File: src/include/sto_pkg.sv
package sto_pkg;

  // ----------------------------------------------------------------
  // latency and hold figures, in link clock cycles
  // ----------------------------------------------------------------
  localparam logic [4:0] LAT_OFS = 5'h02;
  localparam logic [2:0] ODTH4   = 3'h4;
  localparam logic [2:0] ODTH8   = 3'h6;
  localparam logic [2:0] HOLD4   = ODTH4 - 3'h1;
  localparam logic [2:0] HOLD8   = ODTH8 - 3'h1;
  // read guard: odt low lead before and tail after a read, beyond CL-CWL
  localparam logic signed [5:0] RD_LEAD = 6'sh01;
  localparam logic signed [5:0] RD_TAIL = 6'sh07;

  // ----------------------------------------------------------------
  // mode field encodings
  // ----------------------------------------------------------------
  localparam logic [1:0] AL_CL1      = 2'h1;
  localparam logic [1:0] AL_CL2      = 2'h2;
  localparam logic [2:0] NOM_RSV_MIN = 3'h6;
  localparam logic [1:0] WR_RSV      = 2'h3;

  // ----------------------------------------------------------------
  // controller registers
  // ----------------------------------------------------------------
  localparam logic [7:0]  REG_CTRL = 8'h00;
  localparam logic [7:0]  REG_CMD  = 8'h04;
  localparam logic [7:0]  REG_STAT = 8'h08;
  localparam int          CMD_WR   = 0;
  localparam int          CMD_RD   = 1;
  localparam int          CMD_BC4  = 2;
  localparam logic [31:0] CTRL_RST = 32'h0000_0652;
  localparam logic [1:0]  RESP_OK  = 2'h0;
  localparam logic [1:0]  RESP_ERR = 2'h2;

  typedef struct packed {
    logic [13:0] rsvd;
    logic        dll_pd;
    logic [1:0]  rtt_wr;
    logic [2:0]  rtt_nom;
    logic [3:0]  cl;
    logic [3:0]  cwl;
    logic [1:0]  al;
    logic        cke;
    logic        odt_req;
  } sto_ctrl_t;

  typedef struct packed {
    logic       dll_locked;
    logic       banks_open;
    logic       dll_pd;
    logic [1:0] rtt_wr;
    logic [2:0] rtt_nom;
    logic [3:0] cl;
    logic [3:0] cwl;
    logic [1:0] al;
  } sto_mode_t;

  typedef enum logic [1:0] {STO_RTT_OFF, STO_RTT_NOM, STO_RTT_WR} sto_rtt_t;

  // additive latency in cycles from its mode code
  function automatic logic [4:0] al_cycles(input logic [1:0] code, input logic [3:0] cl);
    logic [4:0] v;
    v = 5'h00;
    if (code == AL_CL1) begin
      v = {1'b0, cl} - 5'h01;
    end else if (code == AL_CL2) begin
      v = {1'b0, cl} - 5'h02;
    end
    return v;
  endfunction

endpackage

File: src/include/sto_link_if.sv
`timescale 1ns/10ps
interface sto_link_if;
  logic       ck;
  logic       cke;
  logic       odt;
  logic       wr_cmd;
  logic       wr_bc4;
  logic       rd_cmd;
  logic [1:0] mr_al;
  logic [3:0] mr_cwl;
  logic [3:0] mr_cl;
  logic [2:0] mr_rtt_nom;
  logic [1:0] mr_rtt_wr;
  logic       mr_dll_pd;

  modport ctrl (output ck, cke, odt, wr_cmd, wr_bc4, rd_cmd, mr_al, mr_cwl, mr_cl,
                output mr_rtt_nom, mr_rtt_wr, mr_dll_pd);
  modport dram (input ck, cke, odt, wr_cmd, wr_bc4, rd_cmd, mr_al, mr_cwl, mr_cl,
                input mr_rtt_nom, mr_rtt_wr, mr_dll_pd);
endinterface

File: src/rtl/sto_mc_odt.sv
// The AXI4-Lite slave port and the register addresses were left to the implementer.
`timescale 1ns/10ps
module sto_mc_odt #(
  parameter int CK_HALF = 2
) (
  // system
  input  wire logic        clk,
  input  wire logic        srst,
  // axi4-lite slave
  input  wire logic [7:0]  awaddr,
  input  wire logic        awvalid,
  output logic             awready,
  input  wire logic [31:0] wdata,
  input  wire logic [3:0]  wstrb,
  input  wire logic        wvalid,
  output logic             wready,
  output logic [1:0]       bresp,
  output logic             bvalid,
  input  wire logic        bready,
  input  wire logic [7:0]  araddr,
  input  wire logic        arvalid,
  output logic             arready,
  output logic [31:0]      rdata,
  output logic [1:0]       rresp,
  output logic             rvalid,
  input  wire logic        rready,
  // link
  sto_link_if.ctrl         link
);

  // ----------------------------------------------------------------
  // parameter check
  // ----------------------------------------------------------------
  if (CK_HALF < 1) begin : g_chk
    $error("sto_mc_odt: CK_HALF must be at least 1");
  end
  localparam int DW = $clog2(CK_HALF + 1);

  // ----------------------------------------------------------------
  // register slave
  // ----------------------------------------------------------------
  sto_pkg::sto_ctrl_t ctrl_ff;
  logic               wacc_ff;
  logic               bvalid_ff;
  logic [1:0]         bresp_ff;
  logic               arready_ff;
  logic               rvalid_ff;
  logic [31:0]        rdata_ff;
  logic [1:0]         rresp_ff;
  logic [31:0]        stat_w;
  logic [31:0]        ctrl_wr;

  wire logic w_fire  = wacc_ff & awvalid & wvalid;
  wire logic w_ctrl  = w_fire & (awaddr == sto_pkg::REG_CTRL);
  wire logic w_cmd   = w_fire & (awaddr == sto_pkg::REG_CMD) & wstrb[0];
  wire logic w_map   = (awaddr == sto_pkg::REG_CTRL) | (awaddr == sto_pkg::REG_CMD);
  wire logic r_fire  = arready_ff & arvalid;
  wire logic r_map   = (araddr == sto_pkg::REG_CTRL) | (araddr == sto_pkg::REG_CMD) |
                       (araddr == sto_pkg::REG_STAT);
  wire logic [31:0] r_word = (araddr == sto_pkg::REG_CTRL) ? ctrl_ff :
                             (araddr == sto_pkg::REG_STAT) ? stat_w : 32'h0000_0000;

  always_comb begin
    ctrl_wr = ctrl_ff;
    for (int i = 0; i < 4; i++) begin
      if (wstrb[i]) begin
        ctrl_wr[8*i +: 8] = wdata[8*i +: 8];
      end
    end
  end

  always_ff @(posedge clk) begin
    if (srst) begin
      ctrl_ff    <= sto_pkg::CTRL_RST;
      wacc_ff    <= 1'b0;
      bvalid_ff  <= 1'b0;
      bresp_ff   <= sto_pkg::RESP_OK;
      arready_ff <= 1'b0;
      rvalid_ff  <= 1'b0;
      rdata_ff   <= 32'h0000_0000;
      rresp_ff   <= sto_pkg::RESP_OK;
    end else begin
      // address and data are taken together, one pulse per write
      wacc_ff    <= awvalid & wvalid & ~wacc_ff & ~bvalid_ff;
      arready_ff <= arvalid & ~arready_ff & ~rvalid_ff;
      if (w_ctrl) begin
        ctrl_ff      <= ctrl_wr;
        ctrl_ff.rsvd <= '0;
      end
      if (w_fire) begin
        bvalid_ff <= 1'b1;
        bresp_ff  <= w_map ? sto_pkg::RESP_OK : sto_pkg::RESP_ERR;
      end else if (bready) begin
        bvalid_ff <= 1'b0;
      end
      if (r_fire) begin
        rvalid_ff <= 1'b1;
        rdata_ff  <= r_word;
        rresp_ff  <= r_map ? sto_pkg::RESP_OK : sto_pkg::RESP_ERR;
      end else if (rready) begin
        rvalid_ff <= 1'b0;
      end
    end
  end

  // ----------------------------------------------------------------
  // link clock divider, odt, cke and command outputs change on the falling ck
  // ----------------------------------------------------------------
  logic [DW-1:0] div_ff;
  logic          ck_ff;

  wire logic div_wrap = div_ff == DW'(CK_HALF - 1);
  wire logic fall     = div_wrap & ck_ff;

  always_ff @(posedge clk) begin
    if (srst) begin
      div_ff <= '0;
      ck_ff  <= 1'b0;
    end else begin
      div_ff <= div_wrap ? '0 : div_ff + DW'(1);
      ck_ff  <= ck_ff ^ div_wrap;
    end
  end

  // ----------------------------------------------------------------
  // command scheduling, one decision per ck cycle
  // ----------------------------------------------------------------
  logic       odt_ff, cke_ff, wr_ff, bc4_ff, rd_ff;
  logic       wr_pend_ff, wr_bc4_ff, rd_pend_ff;
  logic [2:0] hold_ff;
  logic [4:0] rdblk_ff;
  logic [4:0] lowcnt_ff;

  wire logic signed [5:0] cl_s   = $signed({2'b00, ctrl_ff.cl});
  wire logic signed [5:0] cwl_s  = $signed({2'b00, ctrl_ff.cwl});
  wire logic signed [5:0] lead_s = cwl_s - cl_s + sto_pkg::RD_LEAD;
  wire logic signed [5:0] tail_s = cl_s - cwl_s + sto_pkg::RD_TAIL - 6'sh01;
  wire logic [4:0] tail    = (tail_s < 6'sh01) ? 5'h01 : tail_s[4:0];
  wire logic       lead_ok = lead_s <= $signed({1'b0, lowcnt_ff});
  wire logic       wr_dyn  = ctrl_ff.rtt_wr != 2'h0;
  wire logic       blk_clr = rdblk_ff == 5'h00;

  wire logic issue_wr = wr_pend_ff & blk_clr;
  // requested odt is masked only by the read guard, even with nominal termination off
  wire logic nxt_odt  = (hold_ff != 3'h0) | (issue_wr & wr_dyn) |
                        (ctrl_ff.odt_req & blk_clr & ~rd_pend_ff);
  wire logic issue_rd = rd_pend_ff & ~issue_wr & ~nxt_odt & lead_ok;

  wire logic [2:0] hold_base = (hold_ff != 3'h0) ? hold_ff - 3'h1 : 3'h0;
  wire logic [2:0] hold_a    = (nxt_odt & ~odt_ff) ? sto_pkg::HOLD4 : hold_base;
  wire logic [2:0] hold_w    = ~(issue_wr & nxt_odt) ? 3'h0 :
                               wr_bc4_ff ? sto_pkg::HOLD4 : sto_pkg::HOLD8;
  wire logic [2:0] nxt_hold  = (hold_a > hold_w) ? hold_a : hold_w;

  // a command write is refused while one of its kind is pending, unless that one issues in the same cycle
  wire logic set_wr = w_cmd & wdata[sto_pkg::CMD_WR] & (~wr_pend_ff | (fall & issue_wr));
  wire logic set_rd = w_cmd & wdata[sto_pkg::CMD_RD] & (~rd_pend_ff | (fall & issue_rd));

  always_ff @(posedge clk) begin
    if (srst) begin
      {odt_ff, cke_ff, wr_ff, bc4_ff, rd_ff} <= 5'h00;
      {wr_pend_ff, wr_bc4_ff, rd_pend_ff}    <= 3'h0;
      hold_ff   <= 3'h0;
      rdblk_ff  <= 5'h00;
      lowcnt_ff <= 5'h00;
    end else begin
      if (fall) begin
        odt_ff    <= nxt_odt;
        cke_ff    <= ctrl_ff.cke;
        wr_ff     <= issue_wr;
        bc4_ff    <= issue_wr & wr_bc4_ff;
        rd_ff     <= issue_rd;
        hold_ff   <= nxt_hold;
        rdblk_ff  <= issue_rd ? tail : blk_clr ? 5'h00 : rdblk_ff - 5'h01;
        lowcnt_ff <= nxt_odt ? 5'h00 : (&lowcnt_ff) ? lowcnt_ff : lowcnt_ff + 5'h01;
      end
      // set wins over the issue that clears
      wr_pend_ff <= set_wr | (wr_pend_ff & ~(fall & issue_wr));
      rd_pend_ff <= set_rd | (rd_pend_ff & ~(fall & issue_rd));
      if (set_wr) begin
        wr_bc4_ff <= wdata[sto_pkg::CMD_BC4];
      end
    end
  end

  assign stat_w = {27'h0, ~blk_clr, hold_ff != 3'h0, rd_pend_ff, wr_pend_ff, odt_ff};

  // ----------------------------------------------------------------
  // outputs
  // ----------------------------------------------------------------
  assign awready         = wacc_ff;
  assign wready          = wacc_ff;
  assign bvalid          = bvalid_ff;
  assign bresp           = bresp_ff;
  assign arready         = arready_ff;
  assign rvalid          = rvalid_ff;
  assign rdata           = rdata_ff;
  assign rresp           = rresp_ff;
  assign link.ck         = ck_ff;
  assign link.cke        = cke_ff;
  assign link.odt        = odt_ff;
  assign link.wr_cmd     = wr_ff;
  assign link.wr_bc4     = bc4_ff;
  assign link.rd_cmd     = rd_ff;
  assign link.mr_al      = ctrl_ff.al;
  assign link.mr_cwl     = ctrl_ff.cwl;
  assign link.mr_cl      = ctrl_ff.cl;
  assign link.mr_rtt_nom = ctrl_ff.rtt_nom;
  assign link.mr_rtt_wr  = ctrl_ff.rtt_wr;
  assign link.mr_dll_pd  = ctrl_ff.dll_pd;

endmodule

File: src/flat_wrapper.sv
// flat-port wrapper written by rule: the top's interface ports become plain ports
module sto_mc_odt_flat 
#(
  parameter int CK_HALF = 2
)
  (clk, srst, awaddr, awvalid, awready, wdata, wstrb, wvalid, wready, bresp, bvalid, bready, araddr, arvalid, arready, rdata, rresp, rvalid, rready, link_ck, link_cke, link_odt, link_wr_cmd, link_wr_bc4, link_rd_cmd, link_mr_al, link_mr_cwl, link_mr_cl, link_mr_rtt_nom, link_mr_rtt_wr, link_mr_dll_pd);
  sto_link_if link_i ();
  input  wire logic clk;
  input  wire logic srst;
  input  wire logic [7:0] awaddr;
  input  wire logic awvalid;
  output logic awready;
  input  wire logic [31:0] wdata;
  input  wire logic [3:0] wstrb;
  input  wire logic wvalid;
  output logic wready;
  output logic [1:0] bresp;
  output logic bvalid;
  input  wire logic bready;
  input  wire logic [7:0] araddr;
  input  wire logic arvalid;
  output logic arready;
  output logic [31:0] rdata;
  output logic [1:0] rresp;
  output logic rvalid;
  input  wire logic rready;
  output wire logic [$bits(link_i.ck)-1:0] link_ck;
  output wire logic [$bits(link_i.cke)-1:0] link_cke;
  output wire logic [$bits(link_i.odt)-1:0] link_odt;
  output wire logic [$bits(link_i.wr_cmd)-1:0] link_wr_cmd;
  output wire logic [$bits(link_i.wr_bc4)-1:0] link_wr_bc4;
  output wire logic [$bits(link_i.rd_cmd)-1:0] link_rd_cmd;
  output wire logic [$bits(link_i.mr_al)-1:0] link_mr_al;
  output wire logic [$bits(link_i.mr_cwl)-1:0] link_mr_cwl;
  output wire logic [$bits(link_i.mr_cl)-1:0] link_mr_cl;
  output wire logic [$bits(link_i.mr_rtt_nom)-1:0] link_mr_rtt_nom;
  output wire logic [$bits(link_i.mr_rtt_wr)-1:0] link_mr_rtt_wr;
  output wire logic [$bits(link_i.mr_dll_pd)-1:0] link_mr_dll_pd;
  assign link_ck = link_i.ck;
  assign link_cke = link_i.cke;
  assign link_odt = link_i.odt;
  assign link_wr_cmd = link_i.wr_cmd;
  assign link_wr_bc4 = link_i.wr_bc4;
  assign link_rd_cmd = link_i.rd_cmd;
  assign link_mr_al = link_i.mr_al;
  assign link_mr_cwl = link_i.mr_cwl;
  assign link_mr_cl = link_i.mr_cl;
  assign link_mr_rtt_nom = link_i.mr_rtt_nom;
  assign link_mr_rtt_wr = link_i.mr_rtt_wr;
  assign link_mr_dll_pd = link_i.mr_dll_pd;
  sto_mc_odt #(.CK_HALF(CK_HALF)) u_core (.clk(clk), .srst(srst), .awaddr(awaddr), .awvalid(awvalid), .awready(awready), .wdata(wdata), .wstrb(wstrb), .wvalid(wvalid), .wready(wready), .bresp(bresp), .bvalid(bvalid), .bready(bready), .araddr(araddr), .arvalid(arvalid), .arready(arready), .rdata(rdata), .rresp(rresp), .rvalid(rvalid), .rready(rready), .link(link_i));
endmodule
File: config.mk
export PLATFORM = sky130hd
export DESIGN_NAME = sto_mc_odt_flat
export DESIGN_NICKNAME = d
export VERILOG_FILES = /design/src/include/sto_pkg.sv /design/src/include/sto_link_if.sv /design/src/rtl/sto_mc_odt.sv /design/src/flat_wrapper.sv
export SDC_FILE = /design/constraint.sdc
export NUM_CORES = 1
export LEC_CHECK = 0
export BUFFER_PORTS_ARGS = -buffer_cell sky130_fd_sc_hd__buf_2
export CAP_MARGIN = 20
export CORE_ASPECT_RATIO = 1.25
export CORE_MARGIN = 2
export CORE_UTILIZATION = 55
export DETAILED_ROUTE_END_ITERATION = 16
export PLACE_DENSITY = 0.86
export SYNTH_ARGS = -nofsm -noshare
export SYNTH_HDL_FRONTEND = slang
export SYNTH_SLANG_ARGS = --single-unit
File: constraint.sdc
create_clock -name clk -period 5.9 [get_ports clk]
set_clock_uncertainty 0.1 [all_clocks]
set_input_delay 1.77 -clock clk [delete_from_list [all_inputs] [get_ports clk]]
set_output_delay 1.77 -clock clk [all_outputs]
set_load 0.005 [all_outputs]
Word level (Yosys, flattened, before mapping)
Index checks and enable logic that the tools add are counted.

cells by class
  reduce and logical (&&, ||, !) cells = 13
  magnitude comparators = 3
  eq/ne operators = 5
  multiplexer cells = 18
  bitwise operators = 52
  add/subtract/negate cells = 9

operator list
  cell                                                number
  2-to-1 mux 32 bit                                   1
  bitwise AND 1 bit                                   30
  2-to-1 mux 5 bit                                    6
  == test 8 x 3 -> 1 bit, second input constant       2
  logical NOT 8 bit                                   2
  2-to-1 mux 3 bit                                    5
  inverter 1 bit                                      12
  subtractor 4 x 4 -> 5 bit                           2
  bitwise OR 1 bit                                    9
  == test 8 x 4 -> 1 bit, second input constant       1
  AND reduction 2 bit                                 4
  adder 6 x 2 -> 6 bit, second input constant         1
  adder 6 x 4 -> 6 bit, second input constant         1
  <= comparator 6 bit                                 1
  < comparator 6 x 2 -> 1 bit, second input constant  1
  nonzero test 2 bit                                  3
  subtractor 6 x 2 -> 6 bit, second input constant    1
  adder 5 x 1 -> 5 bit, second input constant         1
  logical NOT 5 bit                                   1
  AND reduction 5 bit                                 1
  subtractor 5 x 1 -> 5 bit, second input constant    1
  2-to-1 mux 1 bit                                    4
  2-to-1 mux 2 bit                                    2
  greater-than comparator 3 bit                       1
  7 further kinds                                     7

word-level totals
  input port bits = 59
  bits in registers = 82

Logic depth before layout (Yosys ltp)
Gate-level depths: netlist (run 1).

  depth after elaboration = 12
  gate-level depth with buffers = 16
  gate-level depth less buffers = 14

Worst setup path before layout (run 1)
OpenSTA, ideal clock, no wires.

  kind = register to register
  start point = reg u_core.ctrl_ff (netlist bit u_core.link.mr_cl[2])
  end point = reg u_core.rdblk_ff[0]
  slack = 2670 ps
  data required time = 5709 ps
  clock period less this slack = 3230 ps
  arrival = 3039 ps
  stages on the path, launching flop included = 16
  setup time = 91 ps
  cell sequence = dfxtp_1 -> inv_1 -> ha_1 -> buf_2 -> nand2_1 -> o21ai_0 -> xor2_1 -> xnor2_1 -> ha_1 -> and4_1 -> a21oi_1 -> o31a_1 -> o22ai_2 -> buf_6 -> or3_1 -> a311oi_1

between the ends
  longest elaborated chain between the ends = 6
  elaborated cells between the ends (all ways) = 10
  classes of those cells = add/sub: 5; order compare: 2; mux: 2; bitwise: 1

ends and longest elaborated chain
  element                      line               source
  from (decl)                  sto_mc_odt.sv:42   sto_pkg::sto_ctrl_t ctrl_ff;
  from (signal assigned)       sto_mc_odt.sv:74   ctrl_ff <= sto_pkg::CTRL_RST;
  from (signal assigned)       sto_mc_odt.sv:87   ctrl_ff <= ctrl_wr;
  subtractor 4 x 4 -> 5 bit    sto_mc_odt.sv:137  wire logic signed [5:0] tail_s = cl_s - cwl_s + sto_pkg::RD_TAIL - 6'sh01;
  adder 6 x 4 -> 6 bit         sto_mc_odt.sv:137
  subtractor 6 x 2 -> 6 bit    sto_mc_odt.sv:137
  < comparator 6 x 2 -> 1 bit  sto_mc_odt.sv:138  wire logic [4:0] tail = (tail_s < 6'sh01) ? 5'h01 : tail_s[4:0];
  2-to-1 mux 5 bit             sto_mc_odt.sv:138
  2-to-1 mux 5 bit *           sto_mc_odt.sv:174  rdblk_ff <= issue_rd ? tail : blk_clr ? 5'h00 : rdblk_ff - 5'h01;
  to (signal assigned)         sto_mc_odt.sv:174
  to (decl)                    sto_mc_odt.sv:131  logic [4:0] rdblk_ff;

Every way passes the cells marked *; elsewhere a longest branch is shown, timed or not.
A chain may end at the register's enable or synchronous reset.

Final worst setup path (run 1)
Same ends and word-level chain as after synthesis.

==> flow_summary.yaml, run 1 <==
synthesis:
  ys_warn_count: 0
  syn_area_per_cell_um2: 8.17
  synth.largest_area_cell: "dfxtp_1"
  synthCells: 456
  synth_edf_count: 0
  synth_area_leaders: "dfxtp_1, ha_1, buf_4"
  syn_area_mm2: 0.00372
  ys_types: 55
  post_synth_xor_area_fraction: 0.0232
  yosys-mux-area-fraction: 0.0289
  synth_ff_type: "dfxtp_1"
  netlist.area_leader.share: 0.355
  ys_seq_elements: 66
  synth_compound_area_frac: 0.148
  async_reset_ff_frac: 0
  synth-simple-area-share: 0.237
  synth_fa_ha_area_frac: 0.0914
  synth_top_family_by_area: "simple AND/OR/NAND/NOR gates"
  seq_area_frac_synth: 0.355
critical_path:
  cp-end-kind: "flop"
  required_ps: 6050
  r2r_cells: 14
  crit_buf_inv: 1
  cp_slowest_cell: "ha_1"
  crit_arrival_ps: 3850
  crit_family: "compound AO/OA/AOI/OAI gates"
  crit_chain: "inv_1 > ha_1 > nand2_1 > o21ai_0 > xor2_1 > nand3_1 > xnor2_1 > ha_1 > nor2_1 > a21oi_1 > o31a_1 > o22ai_2 > o221ai_1 > a311oi_1"
  cpPeakStageDelay_ps: 490
  rrSetupSlack_ps: 2200
  worst-setup-path-type: "flop to flop"
  regToRegEndpoint: "u_core.rdblk_ff[0]"
  crit_fanout: 11
  crit_top_cell: "ha_1"
  setup.worst_path.start_class: "flop"
  r2r-start: "u_core.link.mr_cl[2]"
place:
  placed_cell_area_mm2: 0.00404
  dp_slack_ps: 2200
  dp_hpwl_mm: 6.35
  gp_congestion: 0.826
  portBuffers: 90
  dp.cells: 599
grt:
  grt_max_degree: 63
  grt_pass1_wl_mm: 13.6
  grt_pass1_vias: 3097
  grt-ovfl-total: 0
  antenna_found_initial: 0
  grt.total_usage: 0.224
detailed_routing:
  drc: 0
  vias: 3377
  drtIter0Drc: 189
  routed_wl_mm: 8.51
  first_pass_iters: 4
  viasPerCell: 5.49
  ant_nets: 0
  wire_per_inst_um: 13.8
sta:
  fin_setup_tns_ps: 0
  finalMaxSlewViolations: 0
  hold-worst-slack_ps: 333
  grt_setup_unrepaired: "false"
  setup_ws_ps: 2200
  worst_pin_slew_ps: 879
  slew_headroom: 0.405
  setup_viol: 0
  timing.fmax_ghz: 0.270
  hold_viol_final: 0
  fin_crit_sh: 0.628
  min_period_ps: 3700
clocking:
  ctsLongestPathBuffers: 2
  clk_pin_slew_worst_paths_ps: 80
  cts-root-buf: "clkbuf_8"
  numCtsBuffers: 9
  post-cts-setup-buffers: 0
  clkSinkCount: 66
  cts_tree: "yes"
  clk_latency_ps: 340
  htree_num_levels: 3
  ctsHoldBuffers: 0
  cts_resized: 0
cells_and_area:
  final_cells: 615
  area_delta_synth_final_pct: 14.6
  diodes: 0
  finalNetCount: 608
  fin_util: 0.650
  fin_area_mm2: 0.00427
  nFillCells: 526
  layout-drive-gt1-share: 0.233
power:
  total_power_mw: 0.987
  p_leak_nw: 1.88
  ir_drop_mv: 0.294
  power_density_mw_per_mm2: 231
floorplan:
  rows: 33
  core_area_mm2: 0.00657
  initial_core_util: 0.567
  ioPinCount: 122
  die_w_um: 77.6
  design.die.area_mm2: 0.00745
  die_y_um: 96.0
job:
  maxCapViolCount: 0
min_path:
  worst_hold_path.endpoint: "u_core.div_ff[0]"
  holdCritPathClass: "flop to flop"
  hold_start: "u_core.div_ff[0]"
  hold_depth: 1
run_status:
  status: "completed"
==> area by class of cell <==
class / instances / area (µm²) / area share
multi-input cells: 327 / 2040 / 0.477
flip-flops and latches: 66 / 1320 / 0.310
repair buffers: 94 / 480 / 0.113
clock buffers: 10 / 138 / 0.0322
well taps: 87 / 109 / 0.0255
inverters: 25 / 93.8 / 0.0220
clock inverters: 6 / 88.8 / 0.0208
==> synthesized netlist by cell type (all sizes together), types with 2 or more instances <==
cell     instances
a211oi           3
a21oi           31
a221o            2
a22oi           18
a311oi           4
and2             2
and3             3
buf             37
clkbuf          16
clkinv           2
dfxtp           66
fa               2
ha              24
inv             23
mux2             3
mux2i            7
nand2           53
nand2b           7
nand3           30
nand4            3
nor2            47
nor2b            8
nor3            12
nor4             8
nor4b            3
o2111ai          3
o21ai           11
o311ai           2
or2              2
or4b             2
xnor2            6
xor2             3
==> cells by family (layout without fill, tap and decap cells) <==
family | Yosys count | count (layout)
muxes | 10 | 10
DFF | 66 | 66
and+or+nand+nor | 184 | 184
adders and majority gates | 26 | 26
buffers and inverters | 78 | 135
xor gates and xnor gates | 9 | 9
AOI/OAI and AO/OA | 82 | 82
other | 1 | 16
==> layer usage <==
| metal | GRT usage | vias to the layer above | share of wire |
|---|---|---|---|
| li1 | - | 1677 | - |
| met3 | 0.0403 | 12 | 0.044 |
| met4 | 0.0938 | 0 | 0.014 |
| met2 | 0.415 | 91 | 0.53 |
| met1 | 0.254 | 1597 | 0.41 |
| met5 | 0 | - | 0 |
==> worst register-to-register path: cells and delay by family (launching register included) <==
family,cells,cell delay (ps)
xor+xnor,2,410
simple gates,3,350
flops,1,420
compound gates,6,1460
fa+ha+maj,2,810
buf+inv,1,70
==> where the power goes <==
part	total (mW)	switching (mW)	internal [mW]
Combinational	0.0948	0.0565	0.0384
Clock	0.431	0.181	0.250
Sequential	0.461	0.00699	0.454
Total	0.987	0.245	0.742
==> cell usage in the layout, fill, tap and decap left out, types with 3 or more instances in the layout <==
cell type / count
a22oi_1: 18
ha_1: 24
o21ai_0: 11
conb_1: 16
dfxtp_1: 66
xor2_1: 3
xnor2_1: 5
nor2_1: 46
nand2_1: 53
nor2b_1: 8
a21oi_1: 31
o2111ai_1: 3
mux2i_1: 6
buf_4: 4
buf_2: 90
nor4b_1: 3
nor3_1: 11
nand3_1: 30
clkbuf_8: 10
mux2_2: 3
nand2b_1: 7
nor4_1: 7
and3_1: 3
a211oi_1: 3
nand4_1: 3
inv_1: 23
==> registers in the layout, indices dropped and copies added, names as in the netlist, 3 cells and up <==
| register | cells |
|---|---|
| u_core.link.mr_cl | 4 |
| u_core.link.mr_rtt_nom | 3 |
| u_core.rdata | 18 |
| u_core.hold_ff | 3 |
| u_core.rdblk_ff | 5 |
| u_core.link.mr_cwl | 4 |
| u_core.lowcnt_ff | 5 |
==> worst max path at each step <==
stage                                     from              endpoint  depth (start not counted)
after global routing      u_core.link.mr_cl[2]    u_core.rdblk_ff[0]                         14
final                     u_core.link.mr_cl[2]    u_core.rdblk_ff[0]                         14
after CTS                 u_core.link.mr_cl[2]    u_core.rdblk_ff[0]                         14
after detailed placement             awaddr[1]  u_core.link.mr_cl[3]                          8
after floorplan           u_core.link.mr_cl[2]    u_core.rdblk_ff[0]                         15
after global placement               awaddr[1]  u_core.link.mr_cl[0]                          8
(Power assumes the default switching activity.)
==> run 2: changes to the inputs <==
- ABC_AREA: default -> 1
- CORE_UTILIZATION: 55 -> 51
- PLACE_DENSITY: 0.86 -> 0.8
- clock period: 5.9 -> 3.7 ns (I/O delays scaled with it)
==> flow_summary.yaml, run 2 <==
floorplan:
  design.die.area_mm2: 0.00811
  ioPinCount: 122
  die_y_um: 100
  die_w_um: 81.0
  core_area_mm2: 0.00727
  initial_core_util: 0.519
  rows: 35
power:
  p_leak_nw: 2.22
  power_density_mw_per_mm2: 334
  p_int_mw: 1.08
  ir_drop_mv: 0.280
  seqPwrFrac: 0.516
  sw_frac_of_total: 0.253
  pwr-share-comb: 0.092
  p_clk_frac: 0.393
  p_switching_mw: 0.365
min_path:
  holdCritPathClass: "flop to flop"
  hold_depth: 1
cells_and_area:
  fin_area_mm2: 0.00432
  final_cell_mix: "nand2_1, buf_2, inv_1, dfxtp_1, a21oi_1"
  diodes: 0
  layout-drive-gt1-share: 0.200
  finalNetCount: 686
  largest_reg_flops: 18
  mostFrequentLayoutCell: "nand2_1"
  area_delta_synth_final_pct: 14.5
  final_cells: 696
  fin_util: 0.594
clocking:
  cts-root-buf: "clkbuf_8"
  cts_resized: 0
  clk_pin_slew_worst_paths_ps: 70
  post-cts-setup-buffers: 0
  ctsLongestPathBuffers: 2
  htree_num_levels: 3
  clk_latency_ps: 350
  cts_tree: "yes"
  clkSinkCount: 66
  ctsHoldBuffers: 0
  numCtsBuffers: 9
sta:
  setup_ws_ps: 594
  timing.fmax_ghz: 0.322
  hold_viol_final: 0
  finalMaxSlewViolations: 0
  grt_setup_unrepaired: "false"
  worst_pin_slew_ps: 630
  fin_crit_sh: 0.840
  slew_headroom: 0.579
  fin_setup_tns_ps: 0
  setup_viol: 0
  min_period_ps: 3110
synthesis:
  synthCells: 525
  syn_area_mm2: 0.00377
  synth_area_leaders: "dfxtp_1, nand2_1, ha_1"
  yosysMostFrequentCell: "nand2_1"
  synth_edf_count: 0
  synthTopCellsByCount: "nand2_1, inv_1, dfxtp_1"
  synth.largest_area_cell: "dfxtp_1"
  ys_warn_count: 0
  seq_area_frac_synth: 0.350
  ys_types: 36
  synth_ff_type: "dfxtp_1"
  netlist.area_leader.share: 0.350
  syn_area_per_cell_um2: 7.19
  async_reset_ff_frac: 0
  ys_seq_elements: 66
grt:
  antenna_found_initial: 0
  grt-ovfl-total: 0
  grt_max_degree: 30
  grt_pass1_wl_mm: 14.2
  grt_pass1_vias: 3348
  grt.total_usage: 0.223
critical_path:
  crit_fanout: 7
  r2r_cells: 22
  cp_slowest_cell: "fa_1"
  worst-setup-path-type: "flop to flop"
  required_ps: 3820
  setup.worst_path.start_class: "flop"
  cpPeakStageDelay_ps: 420
  cp-end-kind: "flop"
  crit_arrival_ps: 3230
  rrSetupSlack_ps: 590
  crit_chain: "inv_1 > ha_1 > fa_1 > nand2_1 > nand2_1 > nor2_1 > xnor2_1 > inv_1 > ha_1 > nand2_1 > inv_1 > o21ai_0 > nand2_1 > nand2_1 > nand2_1 > nand3_2 > nand2_2 > nor2_2 > inv_1 > nor2_1 > nor2_1 > nor2_1"
  crit_top_cell: "nand2_1"
place:
  dp.cells: 682
  gp_congestion: 0.953
  dp_hpwl_mm: 6.61
  placed_cell_area_mm2: 0.00414
  dp_slack_ps: 591
  portBuffers: 90
detailed_routing:
  routed_wl_mm: 8.90
  drc: 0
  ant_nets: 0
  wire_per_inst_um: 12.8
  viasPerCell: 5.15
  drtIter0Drc: 151
  first_pass_iters: 4
  vias: 3581
job:
  maxCapViolCount: 0
run_status:
  status: "completed"
-- run 2: changes by cell type in the layout (fill, tap and decap cells not counted), moves of 7 or more --
cell,delta
a21oi_1,+22
a22oi_1,-18
inv_1,+44
nand2_1,+58
nand2b_1,-7
nor2_1,-14
nor2b_1,-8
o211ai_1,+10
o21ai_0,+19
-- run 2: power by group through the flow --
stage / sequential (mW) / clock (mW) / combinational [mW]
floorplan: 0.760 / 0 / 0.0866
global placement: 0.759 / 0 / 0.128
detailed placement: 0.759 / 0 / 0.132
CTS: 0.743 / 0.573 / 0.133
global route: 0.745 / 0.609 / 0.151
finish: 0.743 / 0.566 / 0.132
-- run 2: kinds of logic (layout without fill, tap and decap cells) --
group                    Yosys count  count (layout)  share of synthesized area
AND/OR/NAND/NOR                  210             210                      0.252
buffers and inverters            117             181                      0.151
AO/OA/AOI/OAI                     97              97                      0.137
flip-flops                        66              66                      0.350
adder cells (fa/ha/maj)           26              26                     0.0902
XOR/XNOR                           8               8                     0.0186
other                              1              16                   0.000993
-- run 2: path summary, 6_finish.rpt --
path / start / endpoint
max: u_core.link.mr_cwl[0] / u_core.rdblk_ff[1]
min: u_core.div_ff[0] / u_core.div_ff[0]
max reg2reg: u_core.link.mr_cwl[0] / u_core.rdblk_ff[1]
min reg2reg: u_core.div_ff[0] / u_core.div_ff[0]
-- run 2: critical path: cells and delay by family (launching register included) --
kind	cells	cell delay [ps]
adders and majority gates	3	920
AOI/OAI and AO/OA	1	70
and+or+nand+nor	13	1030
DFF	1	400
xor gates and xnor gates	1	140
buffers and inverters	4	310
-- run 2: metal layers --
layer  global-route usage  share of wire  vias to the layer above
met5                    0              0                        -
met4                0.100          0.030                        0
met3               0.0513          0.063                       27
met2                0.395           0.51                      134
met1                0.251           0.39                     1614
li1                     -              -                     1806
-- run 2: final cells by class --
type                            count  area (µm²)
Clock buffer                       12         165
Fill cell                         708        2950
Sequential cell                    66        1320
Clock inverter                      2        12.5
Multi-Input combinational cell    357        1940
Timing Repair Buffer               97         503
Inverter                           70         264
Tap cell                           92         115
-- run 2: through the flow --
stage,total power [mW],hold WS [ps]
CTS,1.45,337
global route,1.50,355
global placement,0.886,315
floorplan,0.846,308
detailed placement,0.891,327
finish,1.44,334
